`src/rtl/fdhw_pkg.sv`:
```
package fdhw_pkg;
  localparam int ADDR_W = 13;
  localparam int DATA_W = 8;
  localparam int WINDOW_BYTES = 8192;
  // Host-side strobe timing in ns, rounded up to sys_clk cycles (25 MHz, 40 ns period).
  localparam int SETUP_NS = 40;
  localparam int PULSE_NS = 120;
  localparam int HOLD_NS = 40;
  localparam int CLK_NS = 40;
  localparam int SETUP_CYC = (SETUP_NS + CLK_NS - 1) / CLK_NS;
  localparam int PULSE_CYC = (PULSE_NS + CLK_NS - 1) / CLK_NS;
  localparam int HOLD_CYC = (HOLD_NS + CLK_NS - 1) / CLK_NS;
  localparam int PAGE_BYTES = 512;
  localparam int SIG_BYTES = 6;
  localparam logic [7:0] CNT_RST = 8'h00;
  localparam logic [7:0] DATA_RST = 8'h00;
  typedef enum logic [2:0] {
    FDHW_IDLE,
    FDHW_SETUP,
    FDHW_STROBE,
    FDHW_HOLD
  } fdhw_state_t;
endpackage

```
`src/rtl/fdhw_strobe_if.sv`:
```
`timescale 1ns/1ps
`default_nettype none
interface fdhw_strobe_if;
  logic       start;
  logic       isWrite;
  logic       busy;
  logic [7:0] phaseCnt;
  modport ctrl (output start, output isWrite, input busy, input phaseCnt);
  modport timer (input start, input isWrite, output busy, output phaseCnt);
endinterface
`default_nettype wire

```
`src/rtl/fdhw_phase_timer.sv`:
```
`timescale 1ns/1ps
`default_nettype none
module fdhw_phase_timer
  import fdhw_pkg::*;
(
  input  wire logic    sys_clk,
  input  wire logic    rst,
  fdhw_strobe_if.timer tif
);
  logic [7:0] cnt_r;
  localparam logic [7:0] TOTAL = 8'(SETUP_CYC + PULSE_CYC + HOLD_CYC);

  always_ff @(posedge sys_clk) begin
    if (rst) begin
      cnt_r <= CNT_RST;
    end else if (tif.start && cnt_r == CNT_RST) begin
      cnt_r <= TOTAL;
    end else if (cnt_r != CNT_RST) begin
      cnt_r <= cnt_r - 8'h01;
    end
  end

  assign tif.busy = (cnt_r != CNT_RST);
  assign tif.phaseCnt = cnt_r;
endmodule
`default_nettype wire

```
`src/rtl/fdhw_host_port.sv`:
```
`timescale 1ns/1ps
`default_nettype none
module fdhw_host_port
  import fdhw_pkg::*;
(
  input  wire logic              sys_clk,
  input  wire logic              rst,
  input  wire logic              reqValid,
  input  wire logic              reqWrite,
  input  wire logic [ADDR_W-1:0] reqAddr,
  input  wire logic [DATA_W-1:0] reqWdata,
  output logic                   reqReady,
  output logic                   rspValid,
  output logic [DATA_W-1:0]      rspRdata,
  output logic [ADDR_W-1:0]      addr,
  output logic                   chip_select_n,
  output logic                   output_enable_n,
  output logic                   write_enable_n,
  input  wire logic [DATA_W-1:0] dataIn,
  output logic [DATA_W-1:0]      dataOut,
  output logic                   dataOe_n
);
  fdhw_strobe_if sif ();
  fdhw_phase_timer u_timer (
    .sys_clk (sys_clk),
    .rst     (rst),
    .tif     (sif)
  );

  fdhw_state_t state_r;
  logic              write_r;
  logic [ADDR_W-1:0] addr_r;
  logic [DATA_W-1:0] wdata_r;
  logic [DATA_W-1:0] rdata_r;
  logic              rspValid_r;
  logic              csN_r;
  logic              oeN_r;
  logic              weN_r;
  logic              drvN_r;

  // Pins change on the edge that ends the cycle holding the given count: the
  // strobes fall at STROBE_AT, rise at HOLD_AT, and the access ends at LAST_AT.
  localparam logic [7:0] STROBE_AT = 8'(PULSE_CYC + HOLD_CYC + 1);
  localparam logic [7:0] HOLD_AT   = 8'(HOLD_CYC + 1);
  localparam logic [7:0] LAST_AT   = 8'h01;
  localparam logic [7:0] PULSE_LEN = 8'(PULSE_CYC);

  // One decode serves the state machine and the pin logic alike, so a pin edge
  // and the state that explains it cannot drift apart.
  function automatic logic phase_hit(input fdhw_state_t st,
                                     input logic [7:0]  cnt,
                                     input fdhw_state_t want,
                                     input logic [7:0]  at);
    return (st == want) && (cnt == at);
  endfunction

  logic strobeOn;
  logic strobeOff;
  logic accessEnd;
  assign strobeOn  = phase_hit(state_r, sif.phaseCnt, FDHW_SETUP, STROBE_AT);
  assign strobeOff = phase_hit(state_r, sif.phaseCnt, FDHW_STROBE, HOLD_AT);
  assign accessEnd = phase_hit(state_r, sif.phaseCnt, FDHW_HOLD, LAST_AT);

  assign reqReady = (state_r == FDHW_IDLE) && !sif.busy;
  assign sif.start = reqValid && reqReady;
  assign sif.isWrite = reqWrite;

  // The whole transfer runs off one countdown so phase edges are fixed.
  always_ff @(posedge sys_clk) begin
    if (rst) begin
      state_r <= FDHW_IDLE;
    end else begin
      unique case (state_r)
        FDHW_IDLE:   if (sif.start) state_r <= FDHW_SETUP;
        FDHW_SETUP:  if (strobeOn) state_r <= FDHW_STROBE;
        FDHW_STROBE: if (strobeOff) state_r <= FDHW_HOLD;
        FDHW_HOLD:   if (accessEnd) state_r <= FDHW_IDLE;
        default:     state_r <= FDHW_IDLE;
      endcase
    end
  end

  always_ff @(posedge sys_clk) begin
    if (rst) begin
      write_r <= 1'b0;
      addr_r  <= '0;
      wdata_r <= DATA_RST;
    end else if (sif.start) begin
      write_r <= reqWrite;
      addr_r  <= reqAddr;
      wdata_r <= reqWdata;
    end
  end

  // Strobes go low a full setup time after address settles and rise a hold time
  // before the address may change, since the far end acts on strobe edges alone.
  always_ff @(posedge sys_clk) begin
    if (rst) begin
      csN_r <= 1'b1;
      oeN_r <= 1'b1;
      weN_r <= 1'b1;
    end else if (strobeOn) begin
      csN_r <= 1'b0;
      oeN_r <= write_r;
      weN_r <= !write_r;
    end else if (strobeOff) begin
      csN_r <= 1'b1;
      oeN_r <= 1'b1;
      weN_r <= 1'b1;
    end
  end

  // Write data is driven across the whole access; for reads the bus stays
  // released so it never fights the device's own drivers.
  always_ff @(posedge sys_clk) begin
    if (rst) begin
      drvN_r <= 1'b1;
    end else if (sif.start) begin
      drvN_r <= !reqWrite;
    end else if (accessEnd) begin
      drvN_r <= 1'b1;
    end
  end

  // Data is sampled on the last strobe cycle, when device output has settled.
  always_ff @(posedge sys_clk) begin
    if (rst) begin
      rdata_r    <= DATA_RST;
      rspValid_r <= 1'b0;
    end else begin
      rspValid_r <= 1'b0;
      if (strobeOff) begin
        rspValid_r <= 1'b1;
        if (!write_r) begin
          rdata_r <= dataIn;
        end
      end
    end
  end

  assign addr            = addr_r;
  assign chip_select_n   = csN_r;
  assign output_enable_n = oeN_r;
  assign write_enable_n  = weN_r;
  assign dataOut         = wdata_r;
  assign dataOe_n        = drvN_r;
  assign rspValid        = rspValid_r;
  assign rspRdata        = rdata_r;

  strobe_excl_a: assert property (@(posedge sys_clk) disable iff (rst)
    !(!oeN_r && !weN_r)) else $error("read and write strobes both low");
  we_needs_cs_a: assert property (@(posedge sys_clk) disable iff (rst)
    !weN_r |-> !csN_r) else $error("write enable without chip select");
  oe_needs_cs_a: assert property (@(posedge sys_clk) disable iff (rst)
    !oeN_r |-> !csN_r) else $error("output enable without chip select");
  no_drive_read_a: assert property (@(posedge sys_clk) disable iff (rst)
    !oeN_r |-> drvN_r) else $error("host drives bus during read");
  addr_stable_a: assert property (@(posedge sys_clk) disable iff (rst)
    !csN_r && $past(!csN_r) |-> $stable(addr_r)) else $error("address moved under strobe");
  strobe_width_a: assert property (@(posedge sys_clk) disable iff (rst)
    $fell(csN_r) |-> !csN_r [*3] ##1 csN_r) else $error("strobe width wrong");
  resp_timing_a: assert property (@(posedge sys_clk) disable iff (rst)
    sif.start |-> ##5 rspValid_r) else $error("response not at fixed delay");
  write_data_a: assert property (@(posedge sys_clk) disable iff (rst)
    !weN_r |-> !drvN_r) else $error("write strobe without driven data");

  // Counts the cycles of the current chip-select pulse for the width checks below.
  logic [7:0] lowCnt_r;
  always_ff @(posedge sys_clk) begin
    if (rst) begin
      lowCnt_r <= CNT_RST;
    end else if (!csN_r) begin
      lowCnt_r <= lowCnt_r + 8'h01;
    end else begin
      lowCnt_r <= CNT_RST;
    end
  end

  // The far end acts on strobe edges alone, so these watch each access as the pins show it.
  pulse_max_a: assert property (@(posedge sys_clk) disable iff (rst)
    lowCnt_r <= PULSE_LEN) else $error("strobe held too long");
  pulse_len_a: assert property (@(posedge sys_clk) disable iff (rst)
    $rose(csN_r) |-> lowCnt_r == PULSE_LEN) else $error("strobe pulse length wrong");
  idle_quiet_a: assert property (@(posedge sys_clk) disable iff (rst)
    state_r == FDHW_IDLE |-> csN_r && oeN_r && weN_r && drvN_r) else $error("pins active while idle");
  strobe_state_a: assert property (@(posedge sys_clk) disable iff (rst)
    !csN_r |-> state_r == FDHW_STROBE) else $error("chip select low outside strobe phase");
  strobe_kind_a: assert property (@(posedge sys_clk) disable iff (rst)
    !csN_r |-> oeN_r == write_r && weN_r == !write_r) else $error("strobe does not match access kind");
  setup_addr_a: assert property (@(posedge sys_clk) disable iff (rst)
    $fell(csN_r) |-> $stable(addr_r) && $past(state_r == FDHW_SETUP)) else $error("strobe fell without setup");
  addr_hold_a: assert property (@(posedge sys_clk) disable iff (rst)
    $rose(csN_r) |-> $stable(addr_r) ##1 $stable(addr_r)) else $error("address moved inside hold");
  wdata_hold_a: assert property (@(posedge sys_clk) disable iff (rst)
    !drvN_r && $past(!drvN_r) |-> $stable(wdata_r)) else $error("write data moved while driven");
  drv_release_a: assert property (@(posedge sys_clk) disable iff (rst)
    $rose(drvN_r) |-> $past(state_r == FDHW_HOLD)) else $error("bus released outside hold");
  rdata_hold_a: assert property (@(posedge sys_clk) disable iff (rst)
    !(strobeOff && !write_r) |=> $stable(rdata_r)) else $error("read data moved without a read");
  read_capture_a: assert property (@(posedge sys_clk) disable iff (rst)
    rspValid_r && !write_r |-> rdata_r == $past(dataIn)) else $error("read data not taken from bus");
  rsp_at_rise_a: assert property (@(posedge sys_clk) disable iff (rst)
    $rose(csN_r) |-> rspValid_r) else $error("response not with strobe release");
  rsp_pulse_a: assert property (@(posedge sys_clk) disable iff (rst)
    rspValid_r |=> !rspValid_r) else $error("response longer than one cycle");
  ready_gap_a: assert property (@(posedge sys_clk) disable iff (rst)
    sif.start |=> !reqReady [*5] ##1 reqReady) else $error("ready gap after request wrong");
endmodule
`default_nettype wire

```
`config.mk`:
```
export PLATFORM = sky130hd
export DESIGN_NAME = fdhw_host_port
export DESIGN_NICKNAME = d
export VERILOG_FILES = /design/src/rtl/fdhw_pkg.sv /design/src/rtl/fdhw_strobe_if.sv /design/src/rtl/fdhw_phase_timer.sv /design/src/rtl/fdhw_host_port.sv
export SDC_FILE = /design/constraint.sdc
export NUM_CORES = 1
export LEC_CHECK = 0
export BUFFER_PORTS_ARGS = -buffer_cell sky130_fd_sc_hd__buf_2
export CORE_MARGIN = 2
export CORE_UTILIZATION = 53
export CTS_CLUSTER_DIAMETER = 80
export DETAILED_ROUTE_END_ITERATION = 10
export GPL_ROUTABILITY_DRIVEN = 0
export PLACE_DENSITY_LB_ADDON = 0.15
export SLEW_MARGIN = 20
export SYNTH_ARGS = -nofsm -noshare
export SYNTH_HDL_FRONTEND = slang
export SYNTH_HIERARCHICAL = 1
export SYNTH_SLANG_ARGS = --single-unit
```
`constraint.sdc`:
```
create_clock -name sys_clk -period 4.51 [get_ports sys_clk]
set_input_delay 0.902 -clock sys_clk [delete_from_list [all_inputs] [get_ports sys_clk]]
set_output_delay 0.902 -clock sys_clk [all_outputs]
set_load 0.05 [all_outputs]
```
== Word-level counts from Yosys, hierarchy flattened ==
Cells that the tools add are included.
Word-level totals
  flip-flop bits (word level): 46
  logic and storage cells: 56
  input port bits: 33
Cells by class
  equality and inequality tests: 10
  muxes and demuxes: 14
  $add $sub $neg: 1
  bitwise logic cells: 1
  reduce and logical (&&, ||, !) cells: 18
Operators by type and width (count)
  3-bit two-way mux: 6
  3-bit one-hot mux with 4 select lines: 1
  8-bit by 1-bit == test with 1-bit output, second input constant: 1
  8-bit by 2-bit == test with 1-bit output, second input constant: 1
  8-bit by 3-bit == test with 1-bit output, second input constant: 1
  8-bit logical NOT: 1
  8-bit nonzero test: 1
  8-bit by 1-bit subtractor with 8-bit output, second input constant: 1
  1-bit two-way mux: 7
  3-bit by 2-bit == test with 1-bit output, second input constant: 2
  1-bit logical AND: 6
  2-bit != test, second input constant: 3
  2-bit nonzero test: 3
  4-bit AND reduction: 1
  3-bit by 1-bit == test with 1-bit output, second input constant: 1
  1-bit logical NOT: 3
  3-bit logical NOT: 1
  2-bit by 1-bit != test with 1-bit output, second input constant: 1
  2-bit AND reduction: 1
  2-bit OR reduction: 1
  1-bit inverter: 1

== Depth between registers and ports, before layout ==
  depth in word-level cells: 6
  depth in mapped cells: 10

== Cells and area by module ==
The synthesis kept the hierarchy.
By module, submodules not included
  fdhw_host_port: cells an instance 174, seq. area each 740.7 µm², instances 1, area an instance 1506.4 µm²
  fdhw_phase_timer: cells an instance 46, seq. area each 160.2 µm², instances 1, area an instance 407.9 µm²

== Worst setup path before layout ==
OpenSTA, ideal clock, no wires.
  kind: reg2out
  start: reg u_timer.cnt_r[0], in the netlist u_timer/tif.phaseCnt[0]
  end: out reqReady
  path slack: 1.525 ns
  stages on the path, launching flop included: 7
  buffers on the path: 0
  data required time: 3.608 ns
  arrival time: 2.083 ns
  cell sequence: dfxtp_1 > inv_1 > ha_1 > or3b_2 > nor2_1 > inv_1 > nor2b_1
On the way
  longest elaborated chain between the ends: 3
Ends and longest elaborated chain
  from (decl): RTL line fdhw_phase_timer.sv:10  | logic [7:0] cnt_r;
  from (signal assigned): RTL line fdhw_phase_timer.sv:19  | cnt_r <= cnt_r - 8'h01;
  8-bit nonzero test: RTL line fdhw_phase_timer.sv:23  | assign tif.busy = (cnt_r != CNT_RST);
  named net sif.busy: RTL line fdhw_strobe_if.sv:6  | logic busy;
  1-bit logical NOT: RTL line fdhw_host_port.sv:64  | assign reqReady = (state_r == FDHW_IDLE) && !sif.busy;
  1-bit logical AND: RTL line fdhw_host_port.sv:64
  to (decl): RTL line fdhw_host_port.sv:12  | output logic reqReady,
The timed path passes the listed nets, and every way through them passes these cells.

== Worst setup path after layout ==
Ends and elaborated chain as after synthesis.

==> impl_metrics.tcl <==
set metrics [dict create \
    critical_path.max_stage_delay_ps 490 \
    dr.pass1.iters 4 \
    start_util_pct 56.0 \
    io_buffer_count 67 \
    cts-root-buf "clkbuf_4" \
    grt_setup_unrepaired "false" \
    drv_slew 0 \
    ys_async_sr_fraction_pct 0 \
    cts_resized 0 \
    clk_pin_slew_ps 130 \
    hold_path.class "reg -> reg" \
    required_ps 3610 \
    drv_cap 0 \
    vias 1731 \
    drtAntennaViolNets 0 \
    synth_area_leaders "dfxtp_1 47%, nand2_1 9.0%, a21oi_1 6.8%, mux2i_1 5.2%, ha_1 3.9%" \
    chipHeight_microns 64.1 \
    die_w_microns 64.1 \
    holdPathEnd "addr[11]" \
    grt.total_usage_pct 19.9 \
    synth_top_area_share_pct 47.1 \
    antenna_found_initial 0 \
    wl_per_cell_microns 12.4 \
    layout-drive-gt1-share_pct 28.5 \
    finalInstanceArea_sq_mm 0.00235 \
    dieArea_sq_mm 0.00411 \
    first_global_vias 1568 \
    synth-seq-cells 45 \
    cpMostUsedCell "inv_1" \
    yosys_warnings 6 \
    hpwl_microns 2840 \
    avgSynthCellArea_sq_um 8.70 \
    cts_setup_buffers 0 \
    dpl_cell_area_sq_mm 0.00226 \
    hold_path_depth 2 \
    hold_viol_final 0 \
    synth_flop_cell "dfxtp_1" \
    finalSetupViolations 0 \
    vdd_drop_max_v 0.000303 \
    r2r_start "u_timer/tif.phaseCnt[0]" \
    arrival_ps 2370 \
    clockBufferDepth 2 \
    crit_fanout 10 \
    hold_ws_ps 461 \
    slew_headroom_pct 47.1 \
    first_iter_violations 100 \
    power_leakage_nw 1.03 \
    timing.fmax_ghz 0.305 \
    skew_ps 10.6 \
    tightest_slew_ps 794 \
    tns_ps 0 \
    start_kind "register" \
    synth_cells 220 \
    timing.rr.end "u_timer/tif.phaseCnt[0]" \
    coreArea_sq_mm 0.00342 \
    drc 0 \
    synth_edf_count 0 \
    hp-start "addr[11]" \
    holdBufCountCts 0 \
    io_pins 68 \
    cts_sinks 45 \
    overflow 0 \
    worst-r2r-cell-count 10 \
    period_needed_ps 3270 \
    status "finished clean" \
    cts_tree "built" \
    end_kind "primary output" \
    crit_buf_inv 3 \
    path_class "reg -> out" \
    min_period_over_period_pct 72.6 \
    insertion_delay_ps 360 \
    via_per_inst 5.25 \
    num_antenna_cells 0 \
    cp_top_family "simple AND/OR/NAND/NOR gates" \
    multiInputGateArea_sq_um 930 \
    dp_slack_ps 1480 \
    area_growth_pct 22.7 \
    rows 21 \
    cts_made_buffers 5 \
    yosys.area.top_type "dfxtp_1" \
    synth_cell_types 35 \
    wl_microns 4090 \
    cp_slowest_cell "or3b_2" \
    seq_area_frac_synth_pct 47.1 \
    register_area_sq_um 901 \
    fin_util_pct 68.8 \
    r2r_setup_slack_ps 1490 \
    h-tree-depth 2 \
    grt_pass1_wl_microns 6520 \
    grt_max_degree 48 \
    path_cells "inv_1, ha_1, or3b_2, nor2_1, inv_1, nor2b_1, buf_2" \
    power_density_mw_per_mm2 662 \
    syn_area_sq_mm 0.00191 \
    nNetsFinal 322 \
    fin_ws_ps 1240 \
    fillCellCount 308 \
    synth_fp_nets 259 \
]
## cell type report
class / count / share of cell area (%)
well taps: 46 / 2.45
flip-flops and latches: 45 / 38.3
clock inverters: 2 / 1.60
multi-input cells: 155 / 39.6
clock buffers: 6 / 2.18
repair buffers: 68 / 14.6
inverters: 8 / 1.28
## placed cells by master, fill, tap and decap left out, drive strengths merged, types with 2 or more instances in the layout
cell type,instances
ha,6
nand2,46
nor3,3
or4,6
o41ai,2
o21bai,3
a211oi,3
nor2b,4
o21ai,3
mux2i,10
nor3b,2
buf,68
or3,4
nand2b,5
nand3b,2
clkbuf,6
or2,2
a21oi,26
inv,8
nor4,5
a21o,3
nor2,12
dfxtp,45
## cell families after synthesis
| group | after synthesis | synth area share [%] |
|---|---|---|
| AND/OR/NAND/NOR | 94 | 25.0 |
| multiplexers | 10 | 5.23 |
| AO/OA/AOI/OAI | 44 | 14.0 |
| XOR/XNOR | 1 | 0.458 |
| buffers and inverters | 20 | 4.38 |
| adder cells (fa/ha/maj) | 6 | 3.92 |
| flip-flops | 45 | 47.1 |
## flip-flops by register name (all words and copies together) (netlist names)
register              cells
addr                     13
chip_select_n             1
dataOe_n                  1
dataOut                   8
output_enable_n           1
rspRdata                  8
rspValid                  1
state_r                   2
u_timer/tif.phaseCnt      8
write_enable_n            1
write_r                   1
## how the worst max path moves through the flow
stage	start	cells after the start	to	slack, ps
3_5_place_dp	u_timer/tif.phaseCnt[0]	10	dataOe_n	1480
3_3_place_gp	u_timer/tif.phaseCnt[0]	10	dataOe_n	1600
4_1_cts	u_timer/tif.phaseCnt[0]	7	reqReady	1230
2_1_floorplan	u_timer/tif.phaseCnt[0]	6	reqReady	1530
6_report	u_timer/tif.phaseCnt[0]	7	reqReady	1240
5_1_grt	u_timer/tif.phaseCnt[0]	7	reqReady	1060
## worst register-to-register path, cell delays in order, from the launching register on
cell and delay, ps:
dfxtp_1 410, inv_1 120, ha_1 190, or3b_2 490
nor2_1 280, inv_1 110, nand3b_1 170, buf_4 220
inv_1 590, nor4_1 140, a211oi_1 230
## through the flow
stage / std cells / total power (W)
5_1_grt: 330 / 0.00166
6_report: 330 / 0.00156
2_1_floorplan: 220 / 0.00117
4_1_cts: 330 / 0.00156
3_3_place_gp: 322 / 0.00129
3_5_place_dp: 322 / 0.00130
## synthesized netlist by cell type, types with 2 or more instances
master / instances
nor4_1: 4
o21ai_0: 3
nor3_1: 3
or3_1: 4
nor2_1: 12
clkbuf_1: 8
or2_2: 2
a21o_1: 3
mux2i_1: 10
nand3b_1: 2
a21oi_1: 26
nor2b_1: 4
buf_1: 2
o41ai_1: 2
nand2_1: 46
ha_1: 6
inv_1: 8
o21bai_1: 3
dfxtp_1: 45
or4_1: 5
a211oi_1: 3
nand2b_1: 5
nor3b_1: 2
## per-layer routing
layer,vias to the layer above,share of wire (%),global-route usage [%]
met5,-,0,0
met4,0,1.4,6.38
met3,8,6.0,5.99
met2,55,47,32.9
met1,786,45,24.9
li1,882,-,-
## power breakdown
part           leakage [nW]  internal, W  switching, W
combinational         0.617     0.000252      0.000473
clock                0.0445     0.000132      0.000128
sequential            0.366     0.000481     0.0000893
total                  1.03     0.000865      0.000691
Power figures use the tool's default switching activity.
